$ cat src/design/arb_pkg.sv
// Constants and types of the bus requester and interrupter block
// =============================================================
// Notes on behaviour
// [RULE1] Firmware DMA request drives the bus request of the chosen level.
// [RULE2] Requester works on any one of four arbitration levels.
// [RULE3] Request without grant for one second aborts and flags an error.
// [RULE4] Bus request stays on until a grant arrives, even if withdrawn.
// [RULE5] On grant, wait address strobe idle, then busy on, request off.
// [RULE6] A bus tenure never lasts beyond 64 microseconds; busy stays on for TENURE_CYC + 1 cycles, and then until grant goes inactive.
// [RULE7] Mastership kept until done; other requests and bus clear ignored.
// [RULE8] After DMA request ends, wait grant inactive, then drop busy.
// [RULE9] Grants seen while idle pass down the chain while grant is low.
// [RULE10] Interrupter works on any one of the seven levels.
// [RULE11] Host programs the status/ID byte at system initialisation.
// [RULE12] Firmware interrupt request drives the chosen interrupt line.
// [RULE13] Acknowledge on own level drops request and drives status/ID.
// [RULE14] Acknowledges for other levels pass down while input is low.
// [RULE15] System reset fully resets the block; self-test follows.
// [RULE16] Self-test fault lights the lamp and raises failure output.
// [RULE17] Watchdog not restarted within 2.5 seconds raises failure.
// [RULE18] After failure, all further commands are refused until reset.
// [RULE19] Host sends no commands within ten seconds after reset.
// [RULE20] Ready writes 01 at channel 1FF and clears all other places.
// [RULE21] Status/ID byte goes out on data lines 0 to 7.
// [RULE22] Address lines 1 to 3 select the acknowledged level.
// [RULE23] No transfer acknowledge within 64 microseconds aborts, releases bus.
// [RULE24] Asynchronous bus inputs pass two flip-flops before use.
package arb_pkg;
  // ===========================================================
  // Timing
  localparam int CLK_HZ       = 25_000_000;
  localparam int REQ_TO_MS    = 1000;
  localparam int WDOG_MS      = 2500;
  localparam int TENURE_US    = 64;
  localparam int DTACK_US     = 64;
  localparam int REQ_TO_CYC   = CLK_HZ / 1000 * REQ_TO_MS;
  localparam int WDOG_CYC     = CLK_HZ / 1000 * WDOG_MS;
  localparam int TENURE_CYC   = TENURE_US * (CLK_HZ / 1_000_000);
  localparam int DTACK_CYC    = DTACK_US * (CLK_HZ / 1_000_000);
  // ===========================================================
  // Register byte offsets
  localparam logic [3:0] OFS_CTRL   = 4'h0;
  localparam logic [3:0] OFS_CONFIG = 4'h4;
  localparam logic [3:0] OFS_STATUS = 4'h8;
  localparam logic [3:0] OFS_TENURE = 4'hc;
  // Control bits
  localparam int CT_DMA   = 0;
  localparam int CT_IRQ   = 1;
  localparam int CT_KICK  = 2;
  localparam int CT_FAULT = 3;
  localparam int CT_INIT  = 4;
  // Config fields
  localparam int CF_BLVL  = 0;
  localparam int CF_ILVL  = 4;
  localparam int CF_SID   = 8;
  // Status bits
  localparam int ST_OWN   = 0;
  localparam int ST_BRQ   = 1;
  localparam int ST_RTO   = 2;
  localparam int ST_IRQ   = 3;
  localparam int ST_FAIL  = 4;
  localparam int ST_DTO   = 5;
  localparam int ST_RDY   = 6;
  localparam int ST_TEN   = 7;
  // Reset values
  localparam logic [1:0] BLVL_RST = 2'h0;
  localparam logic [2:0] ILVL_RST = 3'h1;
  localparam logic [7:0] SID_RST  = 8'h00;
  // Command channel
  localparam logic [8:0] CC_LAST  = 9'h1ff;
  localparam logic [7:0] CC_READY = 8'h01;
  // ===========================================================
  // Bus pins sampled from the backplane
  typedef struct packed {
    logic [3:0] bgin_n;
    logic       as_n;
    logic       iack_n;
    logic       iackin_n;
    logic       ds0_n;
    logic       dtack_n;
    logic [2:0] addr;
    logic       failure_jumper;
  } bus_in_s;
  // Command channel write port
  typedef struct packed {
    logic       we;
    logic [8:0] addr;
    logic [7:0] wdata;
  } cc_wr_s;
  typedef enum logic [4:0] {
    RQ_IDLE = 5'b00001,
    RQ_REQ  = 5'b00010,
    RQ_WAS  = 5'b00100,
    RQ_OWN  = 5'b01000,
    RQ_REL  = 5'b10000
  } rq_state_e;
  typedef enum logic [2:0] {
    IA_IDLE = 3'b001,
    IA_RESP = 3'b010,
    IA_PASS = 3'b100
  } ia_state_e;
endpackage

$ cat src/design/vme_requester_interrupter.sv
// Bus requester, interrupter and failure supervision
//
// Decided for this implementation: the placing of the registers and the Avalon-MM interface to the registers.
`timescale 1ns/1ps
module vme_requester_interrupter
  import arb_pkg::*;
#(
  parameter int REQ_TO  = REQ_TO_CYC,
  parameter int WDOG_TO = WDOG_CYC
) (
  // Clock and reset
  input  wire logic        clk,
  input  wire logic        rst_n,
  // Avalon-MM slave
  input  wire logic [3:0]  avs_address,
  input  wire logic        avs_read,
  input  wire logic        avs_write,
  input  wire logic [3:0]  avs_byteenable,
  input  wire logic [31:0] avs_writedata,
  output logic      [31:0] avs_readdata,
  output logic             avs_waitrequest,
  // Backplane inputs
  input  wire bus_in_s     pins_in,
  // Local DMA master cycle in progress
  input  wire logic        dma_cycle,
  // Arbitration outputs
  output logic      [3:0]  br_oe,
  output logic      [3:0]  bgout_n,
  output logic             bbsy_oe,
  output logic             master_en,
  // Interrupter outputs
  output logic      [6:0]  irq_oe,
  output logic             iackout_n,
  output logic      [7:0]  data_out,
  output logic             data_oe,
  output logic             dtack_oe,
  // Failure and command channel
  output logic             sysfail_oe,
  output logic             fail_led,
  output cc_wr_s           cc_wr
);
  // ===========================================================
  // Parameter checks
  if (REQ_TO < 2 || WDOG_TO < 2) begin : g_chk
    $error("Time-out counts must be at least 2");
  end

  // ===========================================================
  // Input synchronisers
  bus_in_s sync1_q;
  bus_in_s s;
  always_ff @(posedge clk or negedge rst_n) begin
    if (!rst_n) begin
      sync1_q <= '1;
      s       <= '1;
    end else begin
      sync1_q <= pins_in; // RULE24
      s       <= sync1_q; // RULE24
    end
  end

  // ===========================================================
  // Registers
  logic        dma_q;
  logic        irq_req_q;
  logic        fail_q;
  logic        rto_q;
  logic        dto_q;
  logic        ten_q;
  logic        ready_q;
  logic [1:0]  blvl_q;
  logic [2:0]  ilvl_q;
  logic [7:0]  sid_q;
  logic        wr_ok;
  logic        kick;
  logic        init_go;
  logic        grant;
  logic        rto_set;
  logic        dto_set;
  logic        ten_set;
  logic        ack_hit;
  logic [31:0] rd_d;
  logic [31:0] req_cnt_q;
  logic [31:0] wd_cnt_q;
  logic [10:0] ten_cnt_q;
  logic [10:0] dtk_cnt_q;
  logic        clr_busy_q;
  rq_state_e   rq_q;
  ia_state_e   ia_q;

  // Write taken at the edge where waitrequest is seen low
  assign wr_ok   = avs_write && !avs_waitrequest;
  assign kick    = wr_ok && avs_address == OFS_CTRL && avs_byteenable[0]
                   && avs_writedata[CT_KICK];
  assign init_go = wr_ok && avs_address == OFS_CTRL && avs_byteenable[0]
                   && avs_writedata[CT_INIT] && !fail_q;
  assign grant   = !s.bgin_n[blvl_q];
  assign ack_hit = ia_q == IA_IDLE && !s.iackin_n && !s.iack_n
                   && irq_req_q && ilvl_q != 3'h0
                   && s.addr == ilvl_q; // RULE22

  always_ff @(posedge clk or negedge rst_n) begin
    if (!rst_n) begin
      avs_waitrequest <= 1'b1;
      avs_readdata    <= 32'h0;
    end else if ((avs_read || avs_write) && avs_waitrequest) begin
      avs_waitrequest <= 1'b0;
      avs_readdata    <= avs_read ? rd_d : 32'h0;
    end else begin
      avs_waitrequest <= 1'b1;
    end
  end

  always_comb begin
    rd_d = 32'h0;
    case (avs_address)
      OFS_CTRL: begin
        rd_d[CT_DMA] = dma_q;
        rd_d[CT_IRQ] = irq_req_q;
      end
      OFS_CONFIG: begin
        rd_d[CF_BLVL +: 2] = blvl_q;
        rd_d[CF_ILVL +: 3] = ilvl_q;
        rd_d[CF_SID +: 8]  = sid_q;
      end
      OFS_STATUS: begin
        rd_d[ST_OWN]  = bbsy_oe;
        rd_d[ST_BRQ]  = |br_oe;
        rd_d[ST_RTO]  = rto_q;
        rd_d[ST_IRQ]  = |irq_oe;
        rd_d[ST_FAIL] = fail_q;
        rd_d[ST_DTO]  = dto_q;
        rd_d[ST_RDY]  = ready_q;
        rd_d[ST_TEN]  = ten_q;
      end
      OFS_TENURE: rd_d[10:0] = ten_cnt_q;
      default:    rd_d = 32'h0;
    endcase
  end

  // Configuration, refused after failure
  always_ff @(posedge clk or negedge rst_n) begin
    if (!rst_n) begin
      blvl_q <= BLVL_RST;
      ilvl_q <= ILVL_RST;
      sid_q  <= SID_RST;
    end else if (wr_ok && avs_address == OFS_CONFIG && !fail_q) begin // RULE18
      if (avs_byteenable[0]) begin
        blvl_q <= avs_writedata[CF_BLVL +: 2]; // RULE2
        ilvl_q <= avs_writedata[CF_ILVL +: 3]; // RULE10
      end
      if (avs_byteenable[1]) begin
        sid_q <= avs_writedata[CF_SID +: 8];
      end
    end
  end

  // Firmware DMA request; aborted by time-outs, set wins on write
  always_ff @(posedge clk or negedge rst_n) begin
    if (!rst_n) begin
      dma_q <= 1'b0;
    end else if (fail_q) begin
      dma_q <= 1'b0; // RULE18
    end else if (wr_ok && avs_address == OFS_CTRL && avs_byteenable[0]) begin
      dma_q <= avs_writedata[CT_DMA];
    end else if (rto_set || dto_set) begin
      dma_q <= 1'b0; // RULE3 RULE23
    end
  end

  // Firmware interrupt request; cleared by acknowledge, set wins
  always_ff @(posedge clk or negedge rst_n) begin
    if (!rst_n) begin
      irq_req_q <= 1'b0;
    end else if (fail_q) begin
      irq_req_q <= 1'b0;
    end else if (wr_ok && avs_address == OFS_CTRL && avs_byteenable[0]) begin
      irq_req_q <= avs_writedata[CT_IRQ];
    end else if (ack_hit) begin
      irq_req_q <= 1'b0; // RULE13
    end
  end

  // Sticky error flags, write one to clear, set wins
  always_ff @(posedge clk or negedge rst_n) begin
    if (!rst_n) begin
      rto_q <= 1'b0;
      dto_q <= 1'b0;
      ten_q <= 1'b0;
    end else begin
      if (rto_set) begin
        rto_q <= 1'b1; // RULE3
      end else if (wr_ok && avs_address == OFS_STATUS
                   && avs_byteenable[0] && avs_writedata[ST_RTO]) begin
        rto_q <= 1'b0;
      end
      if (dto_set) begin
        dto_q <= 1'b1; // RULE23
      end else if (wr_ok && avs_address == OFS_STATUS
                   && avs_byteenable[0] && avs_writedata[ST_DTO]) begin
        dto_q <= 1'b0;
      end
      if (ten_set) begin
        ten_q <= 1'b1; // RULE6
      end else if (wr_ok && avs_address == OFS_STATUS
                   && avs_byteenable[0] && avs_writedata[ST_TEN]) begin
        ten_q <= 1'b0;
      end
    end
  end

  // ===========================================================
  // Bus requester
  assign rto_set = rq_q == RQ_REQ && req_cnt_q == REQ_TO - 1;
  assign dto_set = rq_q == RQ_OWN && dtk_cnt_q == 11'(DTACK_CYC - 1);
  assign ten_set = rq_q == RQ_OWN && ten_cnt_q == 11'(TENURE_CYC - 1);

  always_ff @(posedge clk or negedge rst_n) begin
    if (!rst_n) begin
      rq_q      <= RQ_IDLE;
      br_oe     <= 4'h0;
      bbsy_oe   <= 1'b0;
      master_en <= 1'b0;
      bgout_n   <= 4'hf;
    end else begin
      case (rq_q)
        RQ_IDLE: begin
          bgout_n          <= 4'hf;
          bgout_n[blvl_q]  <= !grant; // RULE9
          if (dma_q && !fail_q && !grant) begin
            br_oe         <= 4'h0;
            br_oe[blvl_q] <= 1'b1; // RULE1 RULE2
            rq_q          <= RQ_REQ;
          end
        end
        RQ_REQ: begin
          if (grant) begin // RULE4
            rq_q <= RQ_WAS;
          end
        end
        RQ_WAS: begin
          if (s.as_n) begin // RULE5
            br_oe     <= 4'h0;
            bbsy_oe   <= 1'b1;
            master_en <= 1'b1;
            rq_q      <= RQ_OWN;
          end
        end
        RQ_OWN: begin
          // Other requests and bus clear are not watched here
          if (!dma_q || ten_set || dto_set) begin // RULE6 RULE7 RULE23
            rq_q <= RQ_REL;
          end
        end
        RQ_REL: begin
          if (!grant) begin // RULE8
            bbsy_oe   <= 1'b0;
            master_en <= 1'b0;
            rq_q      <= RQ_IDLE;
          end
        end
        default: begin
          rq_q      <= RQ_IDLE;
          br_oe     <= 4'h0;
          bbsy_oe   <= 1'b0;
          master_en <= 1'b0;
          bgout_n   <= 4'hf;
        end
      endcase
    end
  end

  // Request, tenure and transfer acknowledge supervision
  always_ff @(posedge clk or negedge rst_n) begin
    if (!rst_n) begin
      req_cnt_q <= 32'h0;
      ten_cnt_q <= 11'h0;
      dtk_cnt_q <= 11'h0;
    end else begin
      req_cnt_q <= (rq_q == RQ_REQ && !rto_set) ? req_cnt_q + 32'h1 : 32'h0;
      ten_cnt_q <= (rq_q == RQ_OWN) ? ten_cnt_q + 11'h1 : 11'h0;
      dtk_cnt_q <= (rq_q == RQ_OWN && dma_cycle && s.dtack_n)
                   ? dtk_cnt_q + 11'h1 : 11'h0;
    end
  end

  // ===========================================================
  // Interrupter
  always_ff @(posedge clk or negedge rst_n) begin
    if (!rst_n) begin
      irq_oe <= 7'h0;
    end else begin
      irq_oe <= 7'h0;
      if (irq_req_q && !fail_q && ilvl_q != 3'h0) begin
        irq_oe[ilvl_q - 3'h1] <= 1'b1; // RULE10 RULE12
      end
    end
  end

  always_ff @(posedge clk or negedge rst_n) begin
    if (!rst_n) begin
      ia_q      <= IA_IDLE;
      iackout_n <= 1'b1;
      data_out  <= 8'h0;
      data_oe   <= 1'b0;
      dtack_oe  <= 1'b0;
    end else begin
      case (ia_q)
        IA_IDLE: begin
          if (ack_hit) begin
            data_out <= sid_q; // RULE13 RULE21
            data_oe  <= 1'b1;
            ia_q     <= IA_RESP;
          end else if (!s.iackin_n) begin
            iackout_n <= 1'b0; // RULE14
            ia_q      <= IA_PASS;
          end
        end
        IA_RESP: begin
          dtack_oe <= !s.ds0_n;
          if (s.iackin_n) begin
            data_oe  <= 1'b0;
            dtack_oe <= 1'b0;
            ia_q     <= IA_IDLE;
          end
        end
        IA_PASS: begin
          if (s.iackin_n) begin
            iackout_n <= 1'b1; // RULE14
            ia_q      <= IA_IDLE;
          end
        end
        default: begin
          ia_q      <= IA_IDLE;
          iackout_n <= 1'b1;
          data_oe   <= 1'b0;
          dtack_oe  <= 1'b0;
        end
      endcase
    end
  end

  // ===========================================================
  // Watchdog and failure
  always_ff @(posedge clk or negedge rst_n) begin
    if (!rst_n) begin
      wd_cnt_q <= 32'h0;
    end else if (kick || fail_q) begin
      wd_cnt_q <= 32'h0;
    end else begin
      wd_cnt_q <= wd_cnt_q + 32'h1;
    end
  end

  always_ff @(posedge clk or negedge rst_n) begin
    if (!rst_n) begin
      fail_q     <= 1'b0; // RULE15
      fail_led   <= 1'b0;
      sysfail_oe <= 1'b0;
    end else begin
      if ((wr_ok && avs_address == OFS_CTRL && avs_byteenable[0]
           && avs_writedata[CT_FAULT]) // RULE16
          || wd_cnt_q == WDOG_TO - 1) begin // RULE17
        fail_q <= 1'b1;
      end
      fail_led   <= fail_q; // RULE16
      sysfail_oe <= fail_q && s.failure_jumper; // RULE16
    end
  end

  // ===========================================================
  // Command channel clear and ready mark
  always_ff @(posedge clk or negedge rst_n) begin
    if (!rst_n) begin
      clr_busy_q <= 1'b0;
      ready_q    <= 1'b0;
      cc_wr      <= '0;
    end else begin
      cc_wr.we <= 1'b0;
      if (init_go && !clr_busy_q) begin
        clr_busy_q  <= 1'b1;
        ready_q     <= 1'b0;
        cc_wr.we    <= 1'b1;
        cc_wr.addr  <= 9'h0;
        cc_wr.wdata <= 8'h00;
      end else if (clr_busy_q) begin
        if (cc_wr.addr == CC_LAST) begin
          clr_busy_q <= 1'b0;
          ready_q    <= 1'b1; // RULE20
        end else begin
          cc_wr.we    <= 1'b1;
          cc_wr.addr  <= cc_wr.addr + 9'h1;
          cc_wr.wdata <= (cc_wr.addr + 9'h1 == CC_LAST) ? CC_READY : 8'h00;
        end
      end
    end
  end
endmodule

$ cat config.mk
export PLATFORM = sky130hd
export DESIGN_NAME = vme_requester_interrupter
export DESIGN_NICKNAME = d
export VERILOG_FILES = /design/src/design/arb_pkg.sv /design/src/design/vme_requester_interrupter.sv
export SDC_FILE = /design/constraint.sdc
export NUM_CORES = 1
export LEC_CHECK = 0
export ABC_AREA = 1
export BUFFER_PORTS_ARGS = -buffer_cell sky130_fd_sc_hd__buf_2
export CORE_ASPECT_RATIO = 0.9
export CORE_MARGIN = 2
export CORE_UTILIZATION = 44
export DETAILED_ROUTE_END_ITERATION = 12
export GPL_ROUTABILITY_DRIVEN = 0
export SLEW_MARGIN = 20
export SYNTH_ARGS = -nofsm -noshare
export SYNTH_HDL_FRONTEND = slang
export SYNTH_SLANG_ARGS = --single-unit
$ cat constraint.sdc
create_clock -name clk -period 5.5 [get_ports clk]
set_input_delay 1.375 -clock clk [delete_from_list [all_inputs] [get_ports clk]]
set_output_delay 1.375 -clock clk [all_outputs]
set_load 0.1 [all_outputs]
; Yosys cells after proc, flatten, opt, wreduce, memory -nomap -nowiden
; Index checks and enable logic that the tools add are counted.
[op_classes]
muxes = 67
n_reduce_logical = 75
n_addsub = 6
n_eq_ne = 31
div = 0
n_shift = 0
bitwise_logic = 6
magnitude_cmp = 4
multipliers = 0
[op_table]
columns = operator, n
row1 = "adder 32 x 1 -> 32 bit, second input constant", 2
row2 = 2-to-1 mux 32 bit, 2
row3 = 2-to-1 mux 18 bit, 3
row4 = logical AND 1 bit, 34
row5 = "== test 32 x 25 -> 1 bit, second input constant", 1
row6 = "== test 32 x 26 -> 1 bit, second input constant", 1
row7 = 2-to-1 mux 1 bit, 31
row8 = 2-to-1 mux 5 bit, 6
row9 = case mux 5 bit (5 select lines), 1
row10 = "adder 11 x 1 -> 11 bit, second input constant", 2
row11 = "== test 11 bit, second input constant", 2
row12 = 2-to-1 mux 11 bit, 2
row13 = "!= test 2 bit, second input constant", 10
row14 = "== test 9 bit, second input constant", 2
row15 = 2-to-1 mux 16 bit, 1
row16 = case mux 3 bit (2 select lines), 2
row17 = case mux 4 bit (3 select lines), 1
row18 = AND reduction 2 bit, 6
row19 = nonzero test 2 bit, 5
row20 = "adder 9 x 1 -> 9 bit, second input constant", 1
row21 = 2-to-1 mux 3 bit, 3
row22 = case mux 1 bit (3 select lines), 3
row23 = case mux 3 bit (3 select lines), 1
row24 = AND reduction 3 bit, 3
row25 = 40 further kinds, 64
[totals]
n_memories = 0
regBits = 221
out_inout_bits = 81
romBits = 0
latchBits = 0
mem_bits_rw = 0

; Depth between registers and ports, before layout
; Gate-level depths: netlist (run 1).
[depth]
ltp_word = 9
mapped_depth = 13
ltp_nobuf = 13

; Worst setup path after synthesis (run 1)
; OpenSTA, ideal clock, no wires.
[synth_path]
path_type = reg-to-output
from = reg master_en
to = out master_en
stages_incl_launch_ff = 2
required_ns = 4.125
n_path_buf = 1
arrival_time_ns = 1.340
slack_ns = 2.785
cell_sequence = dfrtp_1 > buf_4
[synth_lines]
columns = element, line
row1 = "start, declared", vme_requester_interrupter.sv:30  ; output logic master_en,
row2 = "start signal, assigned", vme_requester_interrupter.sv:223  ; master_en <= 1'b0;
row3 = "start signal, assigned", vme_requester_interrupter.sv:245  ; master_en <= 1'b1;
row4 = "start signal, assigned", vme_requester_interrupter.sv:258  ; master_en <= 1'b0;
; No word-level cell between the ends.

; Worst setup path in the final report (run 1)
[layout_path]
from = reg avs_waitrequest
to = out avs_waitrequest
[layout_lines]
columns = element, line
row1 = "start, declared", vme_requester_interrupter.sv:21  ; output logic avs_waitrequest,
row2 = "start signal, assigned", vme_requester_interrupter.sv:104  ; avs_waitrequest <= 1'b1;
row3 = "start signal, assigned", vme_requester_interrupter.sv:107  ; avs_waitrequest <= 1'b0;
row4 = "start signal, assigned", vme_requester_interrupter.sv:110  ; avs_waitrequest <= 1'b1;
; No word-level cell between the ends.

==> results.sh, run 1 <==
export IMPL_antenna_found_initial=0
export IMPL_crit_chain="buf_2"
export IMPL_finClkSkew_ns=0.0126
export IMPL_port_buffers=97
export IMPL_reg2reg_slack_ns=3.19
export IMPL_postSynthAreaPerCell_sq_um=8.39
export IMPL_synth_area_leader_cell="dfrtp_1"
export IMPL_setup_viol=0
export IMPL_power_density_nw_per_um2=276
export IMPL_die_h_microns=145
export IMPL_max_cap_violations=0
export IMPL_postLayoutCoreUtil=0.510
export IMPL_worst_slack_ns=2.69
export IMPL_crit_start="avs_waitrequest$_DFF_PN1_"
export IMPL_crit_fanout=4
export IMPL_vias=7752
export IMPL_required_ns=4.12
export IMPL_max_slew_margin_rel=0.440
export IMPL_critical_path_buf_inv_count=1
export IMPL_yosysSeqAreaShare=0.511
export IMPL_path_clk_slew_ns=0.08
export IMPL_dp_hpwl_microns=16300
export IMPL_finalNetCount=1330
export IMPL_syn_instance_count=1160
export IMPL_clock_root_buffer="clkbuf_16"
export IMPL_postRouteAntennaNets=0
export IMPL_async_flop_share=1.00
export IMPL_fp_row_count=51
export IMPL_finalMaxSlewViolations=0
export IMPL_grt_max_degree=91
export IMPL_irDropWorstVdd_uv=180
export IMPL_design_die_area_sq_um=23300
export IMPL_critical_path_cell_count=1
export IMPL_netlist_top_cells_count="nand2_1 (249), nor2_1 (179), dfrtp_1 (162)"
export IMPL_reg2regPathDepth=6
export IMPL_grt_pass1_vias=7205
export IMPL_rsz0062_at_grt="false"
export IMPL_post_drt_via_cell_ratio=4.95
export IMPL_core_sq_um=21700
export IMPL_htreeDepth=4
export IMPL_drt_total_wl_microns=21700
export IMPL_postCtsSetupBuffers=0
export IMPL_slowest_delay_ns=0.57
export IMPL_dpl_cell_count=1535
export IMPL_synthMostInstantiatedCell="nand2_1"
export IMPL_drc=0
export IMPL_initial_core_util=0.449
export IMPL_r2r_start="ilvl_q[0]$_DFFE_PN1P_"
export IMPL_synth_top_cells_by_area="dfrtp_1 (42%), nand2_1 (9.6%), dfstp_2 (9.4%)"
export IMPL_first_pass_iters=5
export IMPL_dr_first_iter_drc_count=607
export IMPL_grt_ovfl_total=0
export IMPL_diodes=0
export IMPL_synth_seq_cells=197
export IMPL_cts_sinks=197
export IMPL_syn_area_sq_um=9740
export IMPL_cts_hold_buf=0
export IMPL_reg2reg_to="data_out[3]$_DFFE_PN0P_"
export IMPL_instances_no_fill=1567
export IMPL_cp_arrival_ns=1.43
export IMPL_min_delay_start="sync1_q[11]$_DFF_PN1_"
export IMPL_synthDistinctLibCells=50
export IMPL_ios=139
export IMPL_hold_viol=0
export IMPL_cp_slowest_cell="dfstp_2"
export IMPL_grt_total_usage=0.192
export IMPL_startpoint_type="flip-flop"
export IMPL_critPathCaptureType="output port"
export IMPL_preCtsSetupSlack_ns=2.52
export IMPL_synth_top_cell_area_share=0.416
export IMPL_post_cts_resize_count=0
export IMPL_synth_main_ff_cell="dfrtp_1"
export IMPL_hold_path_class="flip-flop to flip-flop"
export IMPL_clk_latency_ns=0.44
export IMPL_syn_to_final_growth_pct=13.6
export IMPL_drive_above_1_share=0.179
export IMPL_numCtsBuffers=17
export IMPL_setup_tns_ns=0
export IMPL_fin_crit_sh=0.510
export IMPL_fp_dieW_microns=161
export IMPL_cts_tree="built"
export IMPL_synth_edf_count=0
export IMPL_cp_endpoint="avs_waitrequest"
export IMPL_status="finished, final reports clean"
export IMPL_leakage_nw=4.87
export IMPL_worst_slew_pin_slew_ns=0.837
export IMPL_ys_warnings_count=0
export IMPL_clock_path_buffers=2
export IMPL_period_needed_ns=2.81
export IMPL_wl_per_cell_microns=13.9
export IMPL_path_delay_family="flip-flops"
export IMPL_grt_pass1_wl_microns=36300
export IMPL_fmax_mhz=356
export IMPL_crit_type="flip-flop to output port"
==> registers in the layout (all words and copies together) (netlist names), 8 cells and up <==
| name | flops |
|---|---|
| req_cnt_q | 32 |
| wd_cnt_q | 32 |
| avs_readdata | 16 |
| s | 13 |
| sync1_q | 13 |
| cc_wr | 11 |
| dtk_cnt_q | 11 |
| ten_cnt_q | 11 |
| data_out | 8 |
| sid_q | 8 |
==> report_power, final <==
| part | switching [W] | internal, W | total (W) |
|---|---|---|---|
| clock network | 0.000634 | 0.000671 | 0.00131 |
| registers | 0.0000164 | 0.00149 | 0.00151 |
| logic | 0.000209 | 0.0000381 | 0.000247 |
==> layout make-up <==
class,instances,area (sq um)
inverters,133,503
clock inverters,15,225
fillers,2099,10600
repair buffers,99,509
flip-flops and latches,197,4970
well taps,291,364
multi-input cells,815,4060
clock buffers,17,425
==> through the flow <==
stage	total power [W]	hold WS, ns	area [sq um]
after floorplan	0.00172	0.345	9820
after global placement	0.00178	0.346	10400
after detailed placement	0.00178	0.347	10400
after CTS	0.00310	0.357	11100
after global routing	0.00319	0.353	11100
final	0.00306	0.356	11100
==> worst min-delay path by stage <==
stage                      endpoint  slack, ns  cells past startpoint
finish              s[11]$_DFF_PN1_       0.36                      0
global route        s[11]$_DFF_PN1_       0.35                      0
CTS                 s[11]$_DFF_PN1_       0.36                      0
detailed placement   s[7]$_DFF_PN1_       0.35                      0
global placement     s[4]$_DFF_PN1_       0.35                      0
floorplan            s[0]$_DFF_PN1_       0.35                      0
==> layout by cell type (no fill, tap or decap), types with 2 or more instances in the layout <==
cell         n
inv_8        2
nand3b_1     5
a211oi_1     4
clkinv_8     8
nor2_4       8
o221ai_1     3
dfrtp_1    162
clkbuf_16   17
nand3_2      5
nor3_2       9
nor3_1      56
or2_2        3
nand2_2      8
nand2_4      3
nor4_1       4
nand2_1    248
conb_1      23
o21ai_0     50
buf_2       96
nor2_2      11
o211ai_1     3
o22a_1       3
a31oi_1      4
xor2_1      28
inv_2        5
and3_1       2
xnor2_1      5
inv_1      126
nor3b_1      2
nand4_1     21
dfstp_2     35
buf_4        2
inv_6        2
a21oi_1     43
nor2_1     179
o22ai_1      6
nand3_1     57
ha_1         9
==> routing by layer <==
layer / part of all wire / up-vias / global-route usage
met5: 0 / - / 0
li1: - / 3909 / -
met2: 0.45 / 195 / 0.296
met4: 0.0069 / 0 / 0.0379
met3: 0.047 / 15 / 0.0369
met1: 0.49 / 3633 / 0.283
==> logic make-up (layout without fill, tap and decap cells) <==
group           count (synthesis)  after routing  share of synthesized area
compound gates                123            123                     0.0716
buf+inv                       170            264                     0.0806
xor+xnor                       33             33                     0.0297
flops                         197            197                      0.511
simple gates                  627            627                      0.295
fa+ha+maj                       9              9                     0.0116
other cells                     1             23                   0.000385
Note: power is estimated with default switching activity, not from simulation.
==> inputs of run 2 (changes only) <==
- clock period: 5.5 -> 2.76 ns (I/O delays scaled with it)
==> run 2 against run 1 <==
  * Flip-flop and latch count unchanged
  * Clock skew barely moved
  * Die area unchanged
  * Critical path depth stayed put
  * Count of clock-buffer cells in the layout did not move
  * Cell area is 0.64% higher
  * Global-route usage rose by 0.056 points
  * Combinational power rose by 100%
  * Total power rose by 98%
  * Non-clock buffer count up 8
  * Sequential share of layout area fell by 0.29 points
  * Largest cell class unchanged
==> results.sh, run 2 (synthesized netlist as in run 1, its figures left out) <==
export IMPL_grt_max_degree=79
export IMPL_clock_root_buffer="clkbuf_16"
export IMPL_clock_path_buffers=2
export IMPL_startpoint_type="flip-flop"
export IMPL_grt_ovfl_total=0
export IMPL_period_needed_ns=2.13
export IMPL_status="finished, final reports clean"
export IMPL_wl_per_cell_microns=13.9
export IMPL_htreeDepth=4
export IMPL_port_buffers=97
export IMPL_cts_tree="built"
export IMPL_finalMaxSlewViolations=0
export IMPL_dp_hpwl_microns=16700
export IMPL_reg2regPathDepth=13
export IMPL_finalNetCount=1338
export IMPL_use_met1=0.293
export IMPL_finClkSkew_ns=0.0124
export IMPL_ios=139
export IMPL_switching_share=0.289
export IMPL_instances_no_fill=1576
export IMPL_dpl_cell_count=1543
export IMPL_drc=0
export IMPL_critPathCaptureType="output port"
export IMPL_crit_fanout=4
export IMPL_postRouteAntennaNets=0
export IMPL_switching_power_w=0.00175
export IMPL_grt_total_usage=0.192
export IMPL_crit_chain="buf_2"
export IMPL_final_cell_mix="nand2_1 (249), nor2_1 (179), dfrtp_1 (162)"
export IMPL_required_ns=2.07
export IMPL_setup_viol=0
export IMPL_clkPwrFrac=0.421
export IMPL_max_cap_violations=0
export IMPL_fin_crit_sh=0.773
export IMPL_fp_row_count=51
export IMPL_path_clk_slew_ns=0.08
export IMPL_leakage_nw=4.91
export IMPL_antenna_found_initial=1
export IMPL_grt_pass1_wl_microns=36500
export IMPL_irDropWorstVdd_uv=391
export IMPL_pwr_share_comb=0.083
export IMPL_fp_dieW_microns=161
export IMPL_place_area_sq_um=10500
export IMPL_fin_area_sq_um=11100
export IMPL_cp_slowest_cell="dfstp_2"
export IMPL_dr_first_iter_drc_count=587
export IMPL_first_pass_iters=5
export IMPL_worst_slew_pin_slew_ns=0.632
export IMPL_cts_hold_buf=0
export IMPL_reg2reg_to="cc_wr[0]$_DFFE_PN0P_"
export IMPL_critical_path_buf_inv_count=1
export IMPL_reg2reg_slack_ns=0.71
export IMPL_layout_commonest_cell="nand2_1"
export IMPL_critical_path_cell_count=1
export IMPL_clk_latency_ns=0.44
export IMPL_setup_tns_ns=0
export IMPL_design_die_area_sq_um=23300
export IMPL_preCtsSetupSlack_ns=0.629
export IMPL_cts_sinks=197
export IMPL_grt_pass1_vias=7214
export IMPL_reg_top3="req_cnt_q: 32 flops, wd_cnt_q: 32 flops, avs_readdata: 16 flops"
export IMPL_initial_core_util=0.449
export IMPL_drt_total_wl_microns=21900
export IMPL_rsz0062_at_grt="false"
export IMPL_post_cts_resize_count=0
export IMPL_grt_util_met2=0.284
export IMPL_postCtsSetupBuffers=0
export IMPL_slowest_delay_ns=0.58
export IMPL_fillers=2097
export IMPL_hold_path_class="primary input to async pin"
export IMPL_fmax_mhz=469
export IMPL_post_drt_via_cell_ratio=4.95
export IMPL_r2r_start="cc_wr[9]$_DFFE_PN0P_"
export IMPL_drive_above_1_share=0.183
export IMPL_multiInputGateArea_sq_um=4060
export IMPL_die_h_microns=145
export IMPL_syn_to_final_growth_pct=14.4
export IMPL_internal_power_w=0.00431
export IMPL_top_usage_layer="met1"
export IMPL_max_slew_margin_rel=0.579
export IMPL_regArea_sq_um=4970
export IMPL_core_sq_um=21700
export IMPL_path_delay_family="flip-flops"
export IMPL_seqPwrFrac=0.495
export IMPL_grtUsageMet3=0.0332
export IMPL_crit_type="flip-flop to output port"
export IMPL_hold_viol=0
export IMPL_vias=7794
export IMPL_numCtsBuffers=17
export IMPL_power_density_nw_per_um2=544
export IMPL_worst_slack_ns=0.626
export IMPL_cp_arrival_ns=1.44
-- run 2: changes by cell type in the layout (fill, tap and decap cells not counted), sizes merged --
| cell | delta |
|---|---|
| inv | +2 |
| clkinv | -1 |
| buf | +8 |
| bufinv | -1 |
| diode | +1 |
-- run 2: how the worst max path moves through the flow --
stage / startpoint / endpoint
floorplan: cc_wr[9]$_DFFE_PN0P_ / cc_wr[11]$_DFFE_PN0P_
global placement: avs_address[1] / wd_cnt_q[16]$_DFF_PN0_
detailed placement: avs_address[1] / wd_cnt_q[16]$_DFF_PN0_
CTS: avs_waitrequest$_DFF_PN1_ / avs_waitrequest
global route: cc_wr[9]$_DFFE_PN0P_ / cc_wr[0]$_DFFE_PN0P_
finish: avs_waitrequest$_DFF_PN1_ / avs_waitrequest
-- run 2: power by group through the flow --
stage / Clock [W] / Sequential, W / Combinational, W
after floorplan: 0 / 0.00317 / 0.000264
final: 0.00255 / 0.00300 / 0.000505
after global routing: 0.00275 / 0.00301 / 0.000540
after CTS: 0.00262 / 0.00300 / 0.000511
after detailed placement: 0 / 0.00305 / 0.000510
after global placement: 0 / 0.00305 / 0.000510
-- run 2: layout make-up --
class | instances | area share
clock inverters | 15 | 0.0179
inverters | 133 | 0.0452
flip-flops and latches | 197 | 0.447
repair buffers | 107 | 0.0545
diodes | 1 | 0.000225
clock buffers | 17 | 0.0382
well taps | 291 | 0.0327
multi-input cells | 815 | 0.365
-- run 2: through the flow --
step | util | hold slack (ns) | power (W)
after floorplan | - | 0.345 | 0.00343
after global placement | 0.484 | 0.346 | 0.00356
after detailed placement | 0.484 | 0.347 | 0.00357
after CTS | 0.513 | 0.292 | 0.00614
after global routing | 0.513 | 0.315 | 0.00630
final | 0.513 | 0.279 | 0.00606
-- run 2: routing by layer --
layer / up-vias / wire, microns
met5: - / 0
met4: 0 / 220
met3: 14 / 867
met2: 145 / 9610
met1: 3703 / 11200
li1: 3932 / -
==> inputs of run 3 (changes only) <==
- ABC_AREA: 1 -> 0
- clock period: 2.76 -> 2.2 ns (I/O delays scaled with it)
==> run 3 against run 2 <==
  * Combinational power increased by 18%
  * Cell area down 4.2%
  * Clock skew down 0.0014 ns
  * Die area shrank 7.3%
  * Sequential share of layout area is 2.1 points higher
  * Non-clock buffer count up 33
  * Largest power group unchanged
==> results.sh, run 3 <==
export IMPL_status="finished, final reports clean"
export IMPL_place_area_sq_um=10000
export IMPL_grt_pass1_vias=6411
export IMPL_ys_warnings_count=0
export IMPL_post_drt_via_cell_ratio=5.23
export IMPL_worst_slew_pin_slew_ns=0.639
export IMPL_layout_commonest_cell="dfrtp_1"
export IMPL_postSynthAreaPerCell_sq_um=10.6
export IMPL_path_clk_slew_ns=0.08
export IMPL_drive_above_1_share=0.269
export IMPL_required_ns=2.52
export IMPL_fin_area_sq_um=10700
export IMPL_crit_fanout=5
export IMPL_irDropWorstVdd_uv=438
export IMPL_max_slew_margin_rel=0.570
export IMPL_syn_area_sq_um=9000
export IMPL_hold_viol=0
export IMPL_synthMostInstantiatedCell="dfrtp_1"
export IMPL_reg2reg_slack_ns=0.11
export IMPL_first_pass_iters=5
export IMPL_cp_slowest_cell="dfrtp_4"
export IMPL_fmax_mhz=480
export IMPL_startpoint_type="flip-flop"
export IMPL_async_flop_share=1.00
export IMPL_crit_type="flip-flop to flip-flop"
export IMPL_yosysSeqAreaShare=0.552
export IMPL_fin_crit_sh=0.948
export IMPL_clk_latency_ns=0.43
export IMPL_dr_first_iter_drc_count=321
export IMPL_hold_path_class="primary input to async pin"
export IMPL_p_total_w=0.00744
export IMPL_wl_per_cell_microns=15.5
export IMPL_antenna_found_initial=1
export IMPL_synth_edf_count=0
export IMPL_core_sq_um=20000
export IMPL_setup_viol=0
export IMPL_synth_top_cells_by_area="dfrtp_1 (45%), dfstp_2 (10%), nor2_1 (4.8%)"
export IMPL_drt_total_wl_microns=19400
export IMPL_die_h_microns=140
export IMPL_clock_root_buffer="clkbuf_16"
export IMPL_final_cell_mix="dfrtp_1 (156), nor2_1 (115), buf_2 (96)"
export IMPL_finalMaxSlewViolations=0
export IMPL_netlist_top_cells_count="dfrtp_1 (162), nor2_1 (115), nand2_1 (54)"
export IMPL_dp_hpwl_microns=13600
export IMPL_path_delay_family="simple AND/OR/NAND/NOR gates"
export IMPL_finalNetCount=1046
export IMPL_fp_dieW_microns=155
export IMPL_ios=139
export IMPL_fp_row_count=49
export IMPL_htreeDepth=4
export IMPL_synth_seq_cells=197
export IMPL_grt_total_usage=0.188
export IMPL_synth_main_ff_cell="dfrtp_1"
export IMPL_cts_sinks=197
export IMPL_design_die_area_sq_um=21600
export IMPL_critical_path_buf_inv_count=1
export IMPL_max_cap_violations=0
export IMPL_clock_path_buffers=2
export IMPL_slowest_delay_ns=0.50
export IMPL_setup_tns_ns=0
export IMPL_rsz0062_at_grt="false"
export IMPL_postRouteAntennaNets=0
export IMPL_critPathCaptureType="flip-flop"
export IMPL_cp_arrival_ns=2.41
export IMPL_grt_ovfl_total=0
export IMPL_cp_common_cell="and3_4"
export IMPL_crit_chain="ha_4 -> and3_4 -> and3_4 -> and3_4 -> ha_4 -> nor2b_2 -> buf_4 -> nand2_2 -> xnor2_1 -> and2_1"
export IMPL_drc=0
export IMPL_power_density_nw_per_um2=698
export IMPL_grt_pass1_wl_microns=32800
export IMPL_worst_slack_ns=0.115
export IMPL_cts_hold_buf=0
export IMPL_fillers=1820
export IMPL_grt_max_degree=57
export IMPL_cts_tree="built"
export IMPL_port_buffers=97
export IMPL_reg_top3="req_cnt_q: 32 flops, wd_cnt_q: 32 flops, avs_readdata: 16 flops"
export IMPL_initial_core_util=0.449
export IMPL_synth_area_leader_cell="dfrtp_1"
export IMPL_synth_top_cell_area_share=0.450
export IMPL_numCtsBuffers=17
export IMPL_syn_to_final_growth_pct=18.4
export IMPL_preCtsSetupSlack_ns=0.0543
export IMPL_syn_instance_count=850
export IMPL_period_needed_ns=2.09
export IMPL_vias=6535
export IMPL_finClkSkew_ns=0.0110
export IMPL_leakage_nw=4.76
export IMPL_synthDistinctLibCells=60
run 3: area by class of cell:
| class | count | area, sq um | share of cell area |
|---|---|---|---|
| well taps | 255 | 319 | 0.0299 |
| flip-flops and latches | 197 | 4990 | 0.468 |
| clock buffers | 19 | 454 | 0.0426 |
| repair buffers | 140 | 880 | 0.0825 |
| diodes | 2 | 5.00 | 0.000469 |
| inverters | 24 | 90.1 | 0.00845 |
| multi-input cells | 599 | 3800 | 0.356 |
| clock inverters | 13 | 128 | 0.0120 |
run 3: repair_timing:
item                                    4_1_cts  5_1_grt
buffers inserted                              0        2
resized for setup                             0        5
endpoints found under the hold margin         0        0
endpoints found under the setup margin        0       32
run 3: worst paths after layout:
kind,endpoint,cells after the start,startpoint
min in group clk,sync1_q[12]$_DFF_PN1_,1,pins_in[12]
max in group asynchronous,sync1_q[3]$_DFF_PN1_,2,rst_n
max reg2reg,cc_wr[11]$_DFFE_PN0P_,10,cc_wr[9]$_DFFE_PN0P_
max,cc_wr[11]$_DFFE_PN0P_,10,cc_wr[9]$_DFFE_PN0P_
min reg2reg,s[1]$_DFF_PN1_,0,sync1_q[1]$_DFF_PN1_
min,req_cnt_q[13]$_DFF_PN0_,1,rst_n
run 3: metrics by stage:
step           utilization  hold slack [ns]  cells
2_1_floorplan            -            0.254    872
3_3_place_gp         0.501            0.346   1213
3_5_place_dp         0.501            0.347   1213
4_1_cts              0.530           0.0520   1245
5_1_grt              0.532           0.0478   1247
6_report             0.532           0.0385   1249
run 3: layer usage:
metal / share of wire / track usage / up-vias
li1: - / - / 3181
met1: 0.48 / 0.265 / 3240
met2: 0.48 / 0.296 / 101
met3: 0.033 / 0.0367 / 13
met4: 0.011 / 0.0599 / 0
met5: 0 / 0 / -
run 3: cell families (layout without fill, tap and decap cells):
kind of cell	after synthesis	count (layout)	synth area share
multiplexers	33	33	0.0446
AO/OA/AOI/OAI	93	93	0.0661
adder cells (fa/ha/maj)	9	9	0.0125
AND/OR/NAND/NOR	365	365	0.207
buffers and inverters	76	196	0.0428
XOR/XNOR	76	76	0.0739
other	1	25	0.000416
flip-flops	197	197	0.552
run 3: power breakdown:
group	internal [W]	switching (W)
Clock	0.00158	0.00150
Sequential	0.00372	0.0000491
Combinational	0.000123	0.000474
Total	0.00542	0.00202
